<file path="config.mk">
export PLATFORM = sky130hd
export DESIGN_NAME = sleep_reset_ctrl
export DESIGN_NICKNAME = d
export VERILOG_FILES = /design/src/inc/sleep_ctrl_pkg.sv /design/src/verilog/reset_pin_filter.sv /design/src/verilog/domain_gate_decode.sv /design/src/verilog/sleep_reset_ctrl.sv
export SDC_FILE = /design/constraint.sdc
export NUM_CORES = 1
export LEC_CHECK = 0
export BUFFER_PORTS_ARGS = -buffer_cell sky130_fd_sc_hd__buf_2
export CORE_AREA = 2 2 99 101
export CTS_CLUSTER_SIZE = 10
export DETAILED_ROUTE_END_ITERATION = 10
export DIE_AREA = 0 0 101 103
export HOLD_SLACK_MARGIN = 0.08
export PLACE_DENSITY = 0.75
export SETUP_SLACK_MARGIN = 0.4
export SLEW_MARGIN = 20
export SYNTH_ARGS = -nofsm -noshare
export SYNTH_HDL_FRONTEND = slang
export SYNTH_SLANG_ARGS = --single-unit
</file>
<file path="constraint.sdc">
create_clock -name clk -period 8.5 [get_ports clk]
set_input_delay 0.85 -clock clk [delete_from_list [all_inputs] [get_ports clk]]
set_output_delay 0.85 -clock clk [all_outputs]
set_load 0.01 [all_outputs]
</file>
<file path="src/inc/sleep_ctrl_pkg.sv">
// Purpose: shared constants and types for the sleep and reset controller
// Assumes: one 200 MHz clock, asynchronous active-high reset
// Notes:   sleep mode codes follow the software select field
package sleep_ctrl_pkg;

	// ********************************
	// clock and timing
	// ********************************
	localparam int CLK_PERIOD_PS        = 5000;
	// minimum low time of the external reset pin, in ns
	localparam int RESET_PULSE_MIN_NS   = 2500;
	localparam int RESET_PULSE_CYCLES   = (RESET_PULSE_MIN_NS * 1000 + CLK_PERIOD_PS - 1) / CLK_PERIOD_PS;
	// cycles the gated clocks run before the cpu fetches again
	localparam int WAKE_SETTLE_CYCLES   = 4;
	// oscillator start-up time after power-down, in ns
	localparam int OSC_START_NS         = 1000;
	localparam int OSC_START_CYCLES     = (OSC_START_NS * 1000 + CLK_PERIOD_PS - 1) / CLK_PERIOD_PS;

	// ********************************
	// port widths
	// ********************************
	localparam int PORT_B_W             = 8;
	localparam int PORT_C_W             = 7;
	localparam int PORT_D_W             = 8;
	localparam int PORT_C_RESET_BIT     = 6;
	localparam int PORT_B_OSC_ONE_BIT   = 6;
	localparam int PORT_B_OSC_TWO_BIT   = 7;

	// ********************************
	// sleep mode select codes
	// ********************************
	localparam logic [2:0] MODE_IDLE      = 3'h0;
	localparam logic [2:0] MODE_ADC_NR    = 3'h1;
	localparam logic [2:0] MODE_PWR_DOWN  = 3'h2;
	localparam logic [2:0] MODE_PWR_SAVE  = 3'h3;
	localparam logic [2:0] MODE_STANDBY   = 3'h6;

	// clock domain gate enables, one bit per domain
	localparam int DOM_CPU   = 0;
	localparam int DOM_SRAM  = 1;
	localparam int DOM_TIMER = 2;
	localparam int DOM_SER   = 3;
	localparam int DOM_ADC   = 4;
	localparam int DOM_IRQ   = 5;
	localparam int DOM_OSC   = 6;
	localparam int DOM_ASYNC = 7;
	localparam int DOM_W     = 8;
	localparam logic [7:0] DOM_ALL_ON = 8'hff;

	// one-hot controller states
	typedef enum logic [3:0] {
		ST_RUN   = 4'h1,
		ST_SLEEP = 4'h2,
		ST_OSC   = 4'h4,
		ST_WAKE  = 4'h8
	} sleep_state_t;

endpackage

</file>
<file path="src/verilog/reset_pin_filter.sv">
// Purpose: qualifies the external reset pin by a minimum low time
// Assumes: pin already synchronous to clk; low means reset
// Notes:   needs the clock to count; only rst acts with no clock running
`timescale 1ns/1ps
module reset_pin_filter
	import sleep_ctrl_pkg::*;
#(
	parameter int PULSE_CYCLES = RESET_PULSE_CYCLES
) (
	input  wire logic clk,
	input  wire logic rst,
	input  wire logic pin_low,
	output logic      pulse_ok
);
	// the low-time counter is 16 bits wide; larger counts would wrap
	if (PULSE_CYCLES < 1 || PULSE_CYCLES > 65535) begin : g_bad_pulse
		$error("PULSE_CYCLES out of range");
	end

	typedef struct packed {
		logic [15:0] cnt;
		logic        ok;
	} filt_t;

	filt_t filt_reg;
	filt_t filt_next;

	// count low time; shorter pulses are dropped
	always_comb begin
		filt_next = filt_reg;
		if (!pin_low) begin
			filt_next.cnt = 16'h0000;
			filt_next.ok  = 1'b0;
		end else if (filt_reg.cnt >= 16'(PULSE_CYCLES - 1)) begin
			filt_next.ok = 1'b1;
		end else begin
			filt_next.cnt = filt_reg.cnt + 16'h0001;
		end
	end

	always_ff @(posedge clk or posedge rst) begin
		if (rst) begin
			filt_reg <= '0;
		end else begin
			filt_reg <= filt_next;
		end
	end

	assign pulse_ok = filt_reg.ok;
endmodule

</file>
<file path="src/verilog/domain_gate_decode.sv">
// Purpose: turns a sleep mode into a registered set of domain enables
// Assumes: mode is stable while asleep is high
// Notes:   unknown mode codes fall back to idle behaviour
`timescale 1ns/1ps
module domain_gate_decode
	import sleep_ctrl_pkg::*;
(
	input  wire logic               clk,
	input  wire logic               rst,
	input  wire logic               asleep,
	input  wire logic               osc_hold,
	input  wire logic [2:0]         mode,
	output logic      [DOM_W-1:0]   dom_en
);
	typedef struct packed {
		logic [DOM_W-1:0] en;
	} gate_t;

	gate_t gate_reg;
	gate_t gate_next;

	// which domains stay alive in a mode
	function automatic logic [DOM_W-1:0] mode_domains(input logic [2:0] m);
		logic [DOM_W-1:0] d;
		d = '0;
		d[DOM_ASYNC] = 1'b1;
		case (m)
			MODE_ADC_NR: begin
				d[DOM_ADC] = 1'b1;
				d[DOM_OSC] = 1'b1;
			end
			MODE_PWR_DOWN: begin
				d[DOM_ASYNC] = 1'b0;
			end
			MODE_PWR_SAVE: begin
				d[DOM_ASYNC] = 1'b1;
			end
			MODE_STANDBY: begin
				d[DOM_ASYNC] = 1'b0;
				d[DOM_OSC]   = 1'b1;
			end
			default: begin
				d = DOM_ALL_ON;
				d[DOM_CPU] = 1'b0;
			end
		endcase
		return d;
	endfunction

	// osc_hold keeps the cpu gated while the clocks restart
	always_comb begin
		gate_next.en = DOM_ALL_ON;
		if (asleep) begin
			gate_next.en = mode_domains(mode);
		end else if (osc_hold) begin
			gate_next.en = DOM_ALL_ON;
			gate_next.en[DOM_CPU] = 1'b0;
		end
	end

	always_ff @(posedge clk or posedge rst) begin
		if (rst) begin
			gate_reg.en <= DOM_ALL_ON;
		end else begin
			gate_reg <= gate_next;
		end
	end

	assign dom_en = gate_reg.en;
endmodule

</file>
<file path="src/verilog/sleep_reset_ctrl.sv">
// Purpose: sleep mode sequencing, port reset tri-state and reset pin use
// Assumes: inputs synchronous to clk; rst is power-on / brown-out reset
// Notes:   no software registers; controls and fuses are plain pins
//          the pin reset needs the clock to qualify its low time
//
// Functional notes
// - five software-selected sleep modes gate domains
// - idle stops only the cpu clock
// - power-down freezes oscillator, keeps state
// - power-down exits on interrupt or reset
// - power-save keeps asynchronous timer counting
// - adc noise reduction keeps adc, async timer
// - standby keeps oscillator running for fast wake
// - reset tri-states ports b, c, d clocklessly
// - fuse unprogrammed makes port c six reset
// - long enough low pin pulse forces reset
// - rc clock plus select routes timer oscillator
`timescale 1ns/1ps
module sleep_reset_ctrl
	import sleep_ctrl_pkg::*;
#(
	parameter int PULSE_CYCLES = RESET_PULSE_CYCLES,
	parameter int OSC_CYCLES   = OSC_START_CYCLES,
	parameter int SETTLE       = WAKE_SETTLE_CYCLES
) (
	// clock and reset
	input  wire logic                 clk,
	input  wire logic                 rst,

	// sleep control from the core
	input  wire logic                 sleep_req,
	input  wire logic                 sleep_enable,
	input  wire logic [2:0]           sleep_mode,
	input  wire logic                 irq_wake,

	// fuse and clock source selection
	input  wire logic                 reset_pin_disable_fuse,
	input  wire logic                 rc_osc_selected,
	input  wire logic                 async_timer_clock_select,

	// pin levels seen at the pads
	input  wire logic [PORT_B_W-1:0]  port_b_in,
	input  wire logic [PORT_C_W-1:0]  port_c_in,

	// port data and drive requests from the core
	input  wire logic [PORT_B_W-1:0]  port_b_out_core,
	input  wire logic [PORT_B_W-1:0]  port_b_drive_core,
	input  wire logic [PORT_C_W-1:0]  port_c_out_core,
	input  wire logic [PORT_C_W-1:0]  port_c_drive_core,
	input  wire logic [PORT_D_W-1:0]  port_d_out_core,
	input  wire logic [PORT_D_W-1:0]  port_d_drive_core,

	// port pins, oe_n low drives the pad
	output logic      [PORT_B_W-1:0]  port_b_o,
	output logic      [PORT_B_W-1:0]  port_b_oe_n,
	output logic      [PORT_C_W-1:0]  port_c_o,
	output logic      [PORT_C_W-1:0]  port_c_oe_n,
	output logic      [PORT_D_W-1:0]  port_d_o,
	output logic      [PORT_D_W-1:0]  port_d_oe_n,

	// clock gating, fetch and reset
	output logic      [DOM_W-1:0]     domain_enable,
	output logic                      cpu_fetch_enable,
	output logic                      device_reset,

	// timer oscillator and status
	output logic                      timer_osc_input_one,
	output logic                      timer_osc_input_two,
	output logic                      timer_osc_active,
	output logic                      sleeping
);

	// ********************************
	// parameter checks
	// ********************************
	// the wake counter is 16 bits wide; larger counts would wrap
	if (OSC_CYCLES < 1 || OSC_CYCLES > 65535) begin : g_bad_osc
		$error("OSC_CYCLES out of range");
	end
	if (SETTLE < 1 || SETTLE > 65535) begin : g_bad_settle
		$error("SETTLE out of range");
	end

	// ********************************
	// external reset pin
	// ********************************
	// raw low level of the pin and its qualified version
	logic pin_reset_low;
	logic pin_reset_ok;

	// pin acts as reset only while the fuse is unprogrammed
	assign pin_reset_low = !reset_pin_disable_fuse && !port_c_in[PORT_C_RESET_BIT];

	// the filter owns the low-time count; the top sees a plain level
	reset_pin_filter #(
		.PULSE_CYCLES (PULSE_CYCLES)
	) u_filter (
		.clk      (clk),
		.rst      (rst),
		.pin_low  (pin_reset_low),
		.pulse_ok (pin_reset_ok)
	);

	// ********************************
	// controller state
	// ********************************
	// all controller state in one struct, so reset and next value stay in step
	typedef struct packed {
		sleep_state_t         st;
		logic [2:0]           mode;
		logic [15:0]          cnt;
		logic                 fetch;
		logic                 rst_out;
		logic                 osc_one;
		logic                 osc_two;
		logic                 tosc_on;
		logic                 slp;
		logic [PORT_B_W-1:0]  b_o;
		logic [PORT_B_W-1:0]  b_oe_n;
		logic [PORT_C_W-1:0]  c_o;
		logic [PORT_C_W-1:0]  c_oe_n;
		logic [PORT_D_W-1:0]  d_o;
		logic [PORT_D_W-1:0]  d_oe_n;
	} ctrl_t;

	ctrl_t ctrl_reg;
	ctrl_t ctrl_next;

	// ********************************
	// clock gating
	// ********************************
	logic osc_hold;
	logic [DOM_W-1:0] dom_en;

	// cpu stays gated from sleep until the settle count expires
	assign osc_hold = (ctrl_reg.st == ST_OSC) || (ctrl_reg.st == ST_WAKE);

	// the decoder registers its enables, so gating lags the state by one edge
	domain_gate_decode u_gate (
		.clk      (clk),
		.rst      (rst),
		.asleep   (ctrl_reg.st == ST_SLEEP),
		.osc_hold (osc_hold),
		.mode     (ctrl_reg.mode),
		.dom_en   (dom_en)
	);

	// ********************************
	// wake helpers
	// ********************************
	// modes that stop the main oscillator need a start-up wait
	// standby keeps the crystal running, so it skips the wait
	function automatic logic osc_stopped(input logic [2:0] m);
		return (m == MODE_PWR_DOWN) || (m == MODE_PWR_SAVE);
	endfunction

	// ********************************
	// next-state logic
	// ********************************
	// run -> sleep on a request while sleep is enabled
	// sleep -> osc on an interrupt when the mode froze the oscillator
	// sleep -> wake on an interrupt in every other mode
	// osc -> wake after the oscillator start-up count
	// wake -> run after the settle count; fetch returns one edge before the cpu domain clock
	// a qualified pin reset drops any state back to run, fetch held
	// rst is the clockless path; the pin reset lands on clock edges
	// because its low time can only be counted with the clock
	// the cpu domain stays gated from one edge after sleep entry until one edge after fetch returns
	// port drivers follow the core one edge late outside reset
	always_comb begin
		ctrl_next = ctrl_reg;
		// device_reset follows the qualified pin one edge late
		ctrl_next.rst_out = pin_reset_ok;

		case (ctrl_reg.st)
			ST_RUN: begin
				ctrl_next.fetch = 1'b1;
				// a request without sleep_enable is dropped with no sign
				if (sleep_req && sleep_enable) begin
					ctrl_next.st    = ST_SLEEP;
					ctrl_next.mode  = sleep_mode;
					ctrl_next.fetch = 1'b0;
				end
			end
			ST_SLEEP: begin
				ctrl_next.fetch = 1'b0;
				// only an interrupt wakes; reset restarts everything
				// mode was latched at entry; later sleep_mode changes are ignored
				if (irq_wake) begin
					ctrl_next.cnt = 16'h0000;
					if (osc_stopped(ctrl_reg.mode)) begin
						ctrl_next.st = ST_OSC;
					end else begin
						ctrl_next.st = ST_WAKE;
					end
				end
			end
			ST_OSC: begin
				// oscillator was frozen; wait for it to start
				// the cpu stays gated; only the clocks restart
				if (ctrl_reg.cnt >= 16'(OSC_CYCLES - 1)) begin
					ctrl_next.cnt = 16'h0000;
					ctrl_next.st  = ST_WAKE;
				end else begin
					ctrl_next.cnt = ctrl_reg.cnt + 16'h0001;
				end
			end
			ST_WAKE: begin
				// clocks already running; fetch waits the settle time
				// the settle count lets the restarted domains run first
				if (ctrl_reg.cnt >= 16'(SETTLE - 1)) begin
					ctrl_next.cnt   = 16'h0000;
					ctrl_next.st    = ST_RUN;
					ctrl_next.fetch = 1'b1;
				end else begin
					ctrl_next.cnt = ctrl_reg.cnt + 16'h0001;
				end
			end
			default: begin
				// an illegal state code recovers to run
				ctrl_next.st = ST_RUN;
			end
		endcase

		// pin reset returns the controller to run with fetch held
		if (pin_reset_ok) begin
			ctrl_next.st    = ST_RUN;
			ctrl_next.fetch = 1'b0;
			ctrl_next.cnt   = 16'h0000;
		end

		// sleeping is a flop of its own, so the port needs no decode
		ctrl_next.slp = (ctrl_next.st == ST_SLEEP);

		// timer oscillator pins, only with rc clock and select set
		ctrl_next.tosc_on = rc_osc_selected && async_timer_clock_select;
		ctrl_next.osc_one = ctrl_next.tosc_on && port_b_in[PORT_B_OSC_ONE_BIT];
		ctrl_next.osc_two = ctrl_next.tosc_on && port_b_in[PORT_B_OSC_TWO_BIT];

		// port drivers follow the core; a pin reset floats them
		ctrl_next.b_o    = port_b_out_core;
		ctrl_next.b_oe_n = ~port_b_drive_core;
		ctrl_next.c_o    = port_c_out_core;
		ctrl_next.c_oe_n = ~port_c_drive_core;
		ctrl_next.d_o    = port_d_out_core;
		ctrl_next.d_oe_n = ~port_d_drive_core;
		// released pins keep the port drivers off the crystal
		if (ctrl_next.tosc_on) begin
			ctrl_next.b_oe_n[PORT_B_OSC_ONE_BIT] = 1'b1;
			ctrl_next.b_oe_n[PORT_B_OSC_TWO_BIT] = 1'b1;
		end
		if (!reset_pin_disable_fuse) begin
			ctrl_next.c_oe_n[PORT_C_RESET_BIT] = 1'b1;
		end
		if (pin_reset_ok) begin
			ctrl_next.b_oe_n = '1;
			ctrl_next.c_oe_n = '1;
			ctrl_next.d_oe_n = '1;
		end
	end

	// ********************************
	// state register
	// ********************************
	// async reset puts every port enable high with no clock needed
	always_ff @(posedge clk or posedge rst) begin
		if (rst) begin
			// other fields clear: data low, fetch held, counters zero
			ctrl_reg         <= '0;
			ctrl_reg.st      <= ST_RUN;
			ctrl_reg.mode    <= MODE_IDLE;
			ctrl_reg.rst_out <= 1'b1;
			ctrl_reg.b_oe_n  <= '1;
			ctrl_reg.c_oe_n  <= '1;
			ctrl_reg.d_oe_n  <= '1;
		end else begin
			ctrl_reg <= ctrl_next;
		end
	end

	// ********************************
	// outputs
	// ********************************
	// every output is a flop, no logic behind the pins
	// port pins
	assign port_b_o            = ctrl_reg.b_o;
	assign port_b_oe_n         = ctrl_reg.b_oe_n;
	assign port_c_o            = ctrl_reg.c_o;
	assign port_c_oe_n         = ctrl_reg.c_oe_n;
	assign port_d_o            = ctrl_reg.d_o;
	assign port_d_oe_n         = ctrl_reg.d_oe_n;

	// clock gating, fetch and reset
	assign domain_enable       = dom_en;
	assign cpu_fetch_enable    = ctrl_reg.fetch;
	assign device_reset        = ctrl_reg.rst_out;

	// timer oscillator routing
	assign timer_osc_input_one = ctrl_reg.osc_one;
	assign timer_osc_input_two = ctrl_reg.osc_two;
	assign timer_osc_active    = ctrl_reg.tosc_on;

	// status
	assign sleeping            = ctrl_reg.slp;
endmodule

</file>
==> flow_summary.yaml <==
route:
  avgViaCountPerCell: 4.99
  ant_nets: 0
  routedWlPerCell_um: 14.1
  drt_wl_total_mm: 7.57
  drt_iter0_markers: 129
  drtPass1Iterations: 4
  drc: 0
  vias: 2673
final_layout:
  final_common_cell: "buf_2"
  fin_nets: 491
  fill_cells: 833
  stdcell_count: 536
  diodes: 0
  area_delta_synth_final_pct: 13.5
  largest_reg_flops: 23
  final_area_sq_um: 4620
  drive_above_1_share_pct: 44.1
  layout_common_cells: "119 x buf_2, 67 x dfrtp_1, 41 x nand2_1, 30 x dfstp_2, 20 x nor2_1"
critical_path:
  endpoint: "ctrl_reg[68]"
  r2r_cells: 4
  crit_arrival_ns: 2.32
  r2r_start: "ctrl_reg[71]"
  r2r_end: "ctrl_reg[68]"
  critPathMaxFanout: 6
  rrSetupSlack_ns: 6.44
  cp-start-kind: "register"
  setup.worst_path.class: "reg -> reg"
  startpoint: "ctrl_reg[71]"
  endpoint_kind: "register"
  crit_required_ns: 8.76
floorplanning:
  start_util_pct: 43.0
  core_sq_um: 9460
  ios: 132
  num_rows: 36
  die_w_um: 101
  dieArea_sq_um: 10400
  die_y_um: 103
yosys:
  synth_flop_cell: "dfrtp_1"
  ys_warn_count: 0
  synth_nets: 419
  syn_avg_cell_area_sq_um: 11.8
  syn_inst: 345
  yosys.cell_types.count: 52
  synth_edf_count: 0
  ys_ff_latch: 97
  ys_seq_area_share_pct: 60.6
  syn-cell-area_sq_um: 4070
  async_flop_share_pct: 100
global_routing:
  grt_pass1_vias: 2561
  grt_usage_pct: 14.8
  grt_pass1_wl_mm: 11.9
  antenna_found_initial: 0
  grt_max_degree: 59
  overflow: 0
timing:
  final-setup-viol-count: 0
  maxSlewHeadroom_pct: 53.5
  final_max_slew_viol_count: 0
  final.min_clock_period_ns: 2.06
  worst_pin_slew_ns: 0.697
  hold_viol: 0
  fmax_mhz: 486
  fin_tns_setup_ns: 0
  rsz0062_at_grt: "false"
  period_share_pct: 24.2
  fin_skew_ns: 0.0126
place:
  place_area_sq_um: 4390
  dp_hpwl_mm: 5.51
  gp_congestion: 0.838
  dp_cells: 520
  numPortBuffers: 119
worst_hold_path:
  hp-class: "reg -> reg"
  hold_depth: 1
pwr:
  ir_worst_vdd_mv: 0.0728
  leakage_nw: 2.21
  power_density_nw_per_um2: 222
outcome:
  outcome: "finished, final reports clean"
clock_network:
  clk_latency_ns: 0.37
  postCtsHoldBufs: 0
  cts_buffers: 9
  post_cts_resized: 0
  cts_root_buf: "clkbuf_8"
  cts_sinks: 97
  clk_pin_slew_ns: 0.09
  cts_buffer_depth: 2
  htree_num_levels: 3
  tritoncts: "yes"
  cts_setup_buffers: 0
flow_run:
  drv_cap: 0
## layer usage
| metal | global-route usage [%] | wire length (um) | vias up |
|---|---|---|---|
| li1 | - | - | 1272 |
| met1 | 17.4 | 3130 | 1286 |
| met3 | 4.75 | 607 | 14 |
| met2 | 24.7 | 3690 | 101 |
| met4 | 7.17 | 138 | 0 |
| met5 | 0 | 0 | - |
## metrics by stage
step                power (mW)  setup WS, ns  hold WS (ns)  util, %
global route              1.07          6.23         0.515     48.8
global placement         0.694          6.23         0.471     46.4
detailed placement       0.701          6.22         0.477     46.4
CTS                       1.03          6.42         0.503     48.8
finish                    1.02          6.44         0.500     48.8
floorplan                0.661          5.17         0.375        -
## worst max-delay path, stage by stage (launching register included)
cell	delay (ns)
dfstp_2	0.58
inv_1	0.11
nor4_1	0.52
and3_1	0.37
mux2_2	0.37
## synthesized netlist by cell type (3+ instances only)
master / instances / area share [%]
a21oi_1: 6 / 0.74
a22o_1: 5 / 1.1
and2_1: 9 / 1.4
and2b_1: 3 / 0.55
and3_1: 6 / 0.92
and3_2: 3 / 0.55
buf_4: 49 / 9.0
clkbuf_1: 4 / 0.37
dfrtp_1: 67 / 41
dfstp_2: 30 / 19
inv_1: 7 / 0.65
mux2_2: 3 / 0.83
nand2_1: 41 / 3.8
nand3_1: 7 / 0.86
nand4_1: 4 / 0.61
nor2_1: 20 / 1.8
nor3_1: 6 / 0.74
nor4_1: 11 / 1.7
o21a_1: 8 / 1.5
o21ai_0: 7 / 0.86
o31ai_1: 5 / 0.92
xnor2_1: 6 / 1.3
## where the power goes
part / leakage [nW] / switching, mW / internal, mW
Combinational: 0.921 / 0.0811 / 0.0664
Sequential: 1.18 / 0.0327 / 0.511
Clock: 0.111 / 0.157 / 0.176
Total: 2.21 / 0.271 / 0.753
## cells by family after synthesis
| logic type | count (synthesis) | share of synthesized area, % |
|---|---|---|
| simple gates | 125 | 16.8 |
| flops | 97 | 60.6 |
| compound gates | 45 | 8.55 |
| fa+ha+maj | 2 | 0.615 |
| buf+inv | 67 | 11.3 |
| mux | 3 | 0.830 |
| xor+xnor | 6 | 1.29 |
## how the worst min path moves through the flow
stage | from | end | slack [ns]
2_1_floorplan | u_filter.pulse_ok | device_reset | 0.38
3_3_place_gp | u_filter.filt_reg[11] | u_filter.filt_reg[11] | 0.47
3_5_place_dp | u_filter.filt_reg[13] | u_filter.filt_reg[13] | 0.48
4_1_cts | u_filter.filt_reg[12] | u_filter.filt_reg[12] | 0.50
5_1_grt | u_filter.filt_reg[12] | u_filter.filt_reg[12] | 0.52
6_report | u_filter.filt_reg[12] | u_filter.filt_reg[12] | 0.50
## area by class of cell
type	count	area, sq um	share of cell area [%]
clock buffers	11	141	3.06
flip-flops and latches	97	2460	53.4
repair buffers	120	603	13.1
inverters	8	38.8	0.840
clock inverters	5	85.1	1.84
well taps	114	143	3.09
multi-input cells	181	1140	24.7
Note: power is estimated with default switching activity, not from simulation.
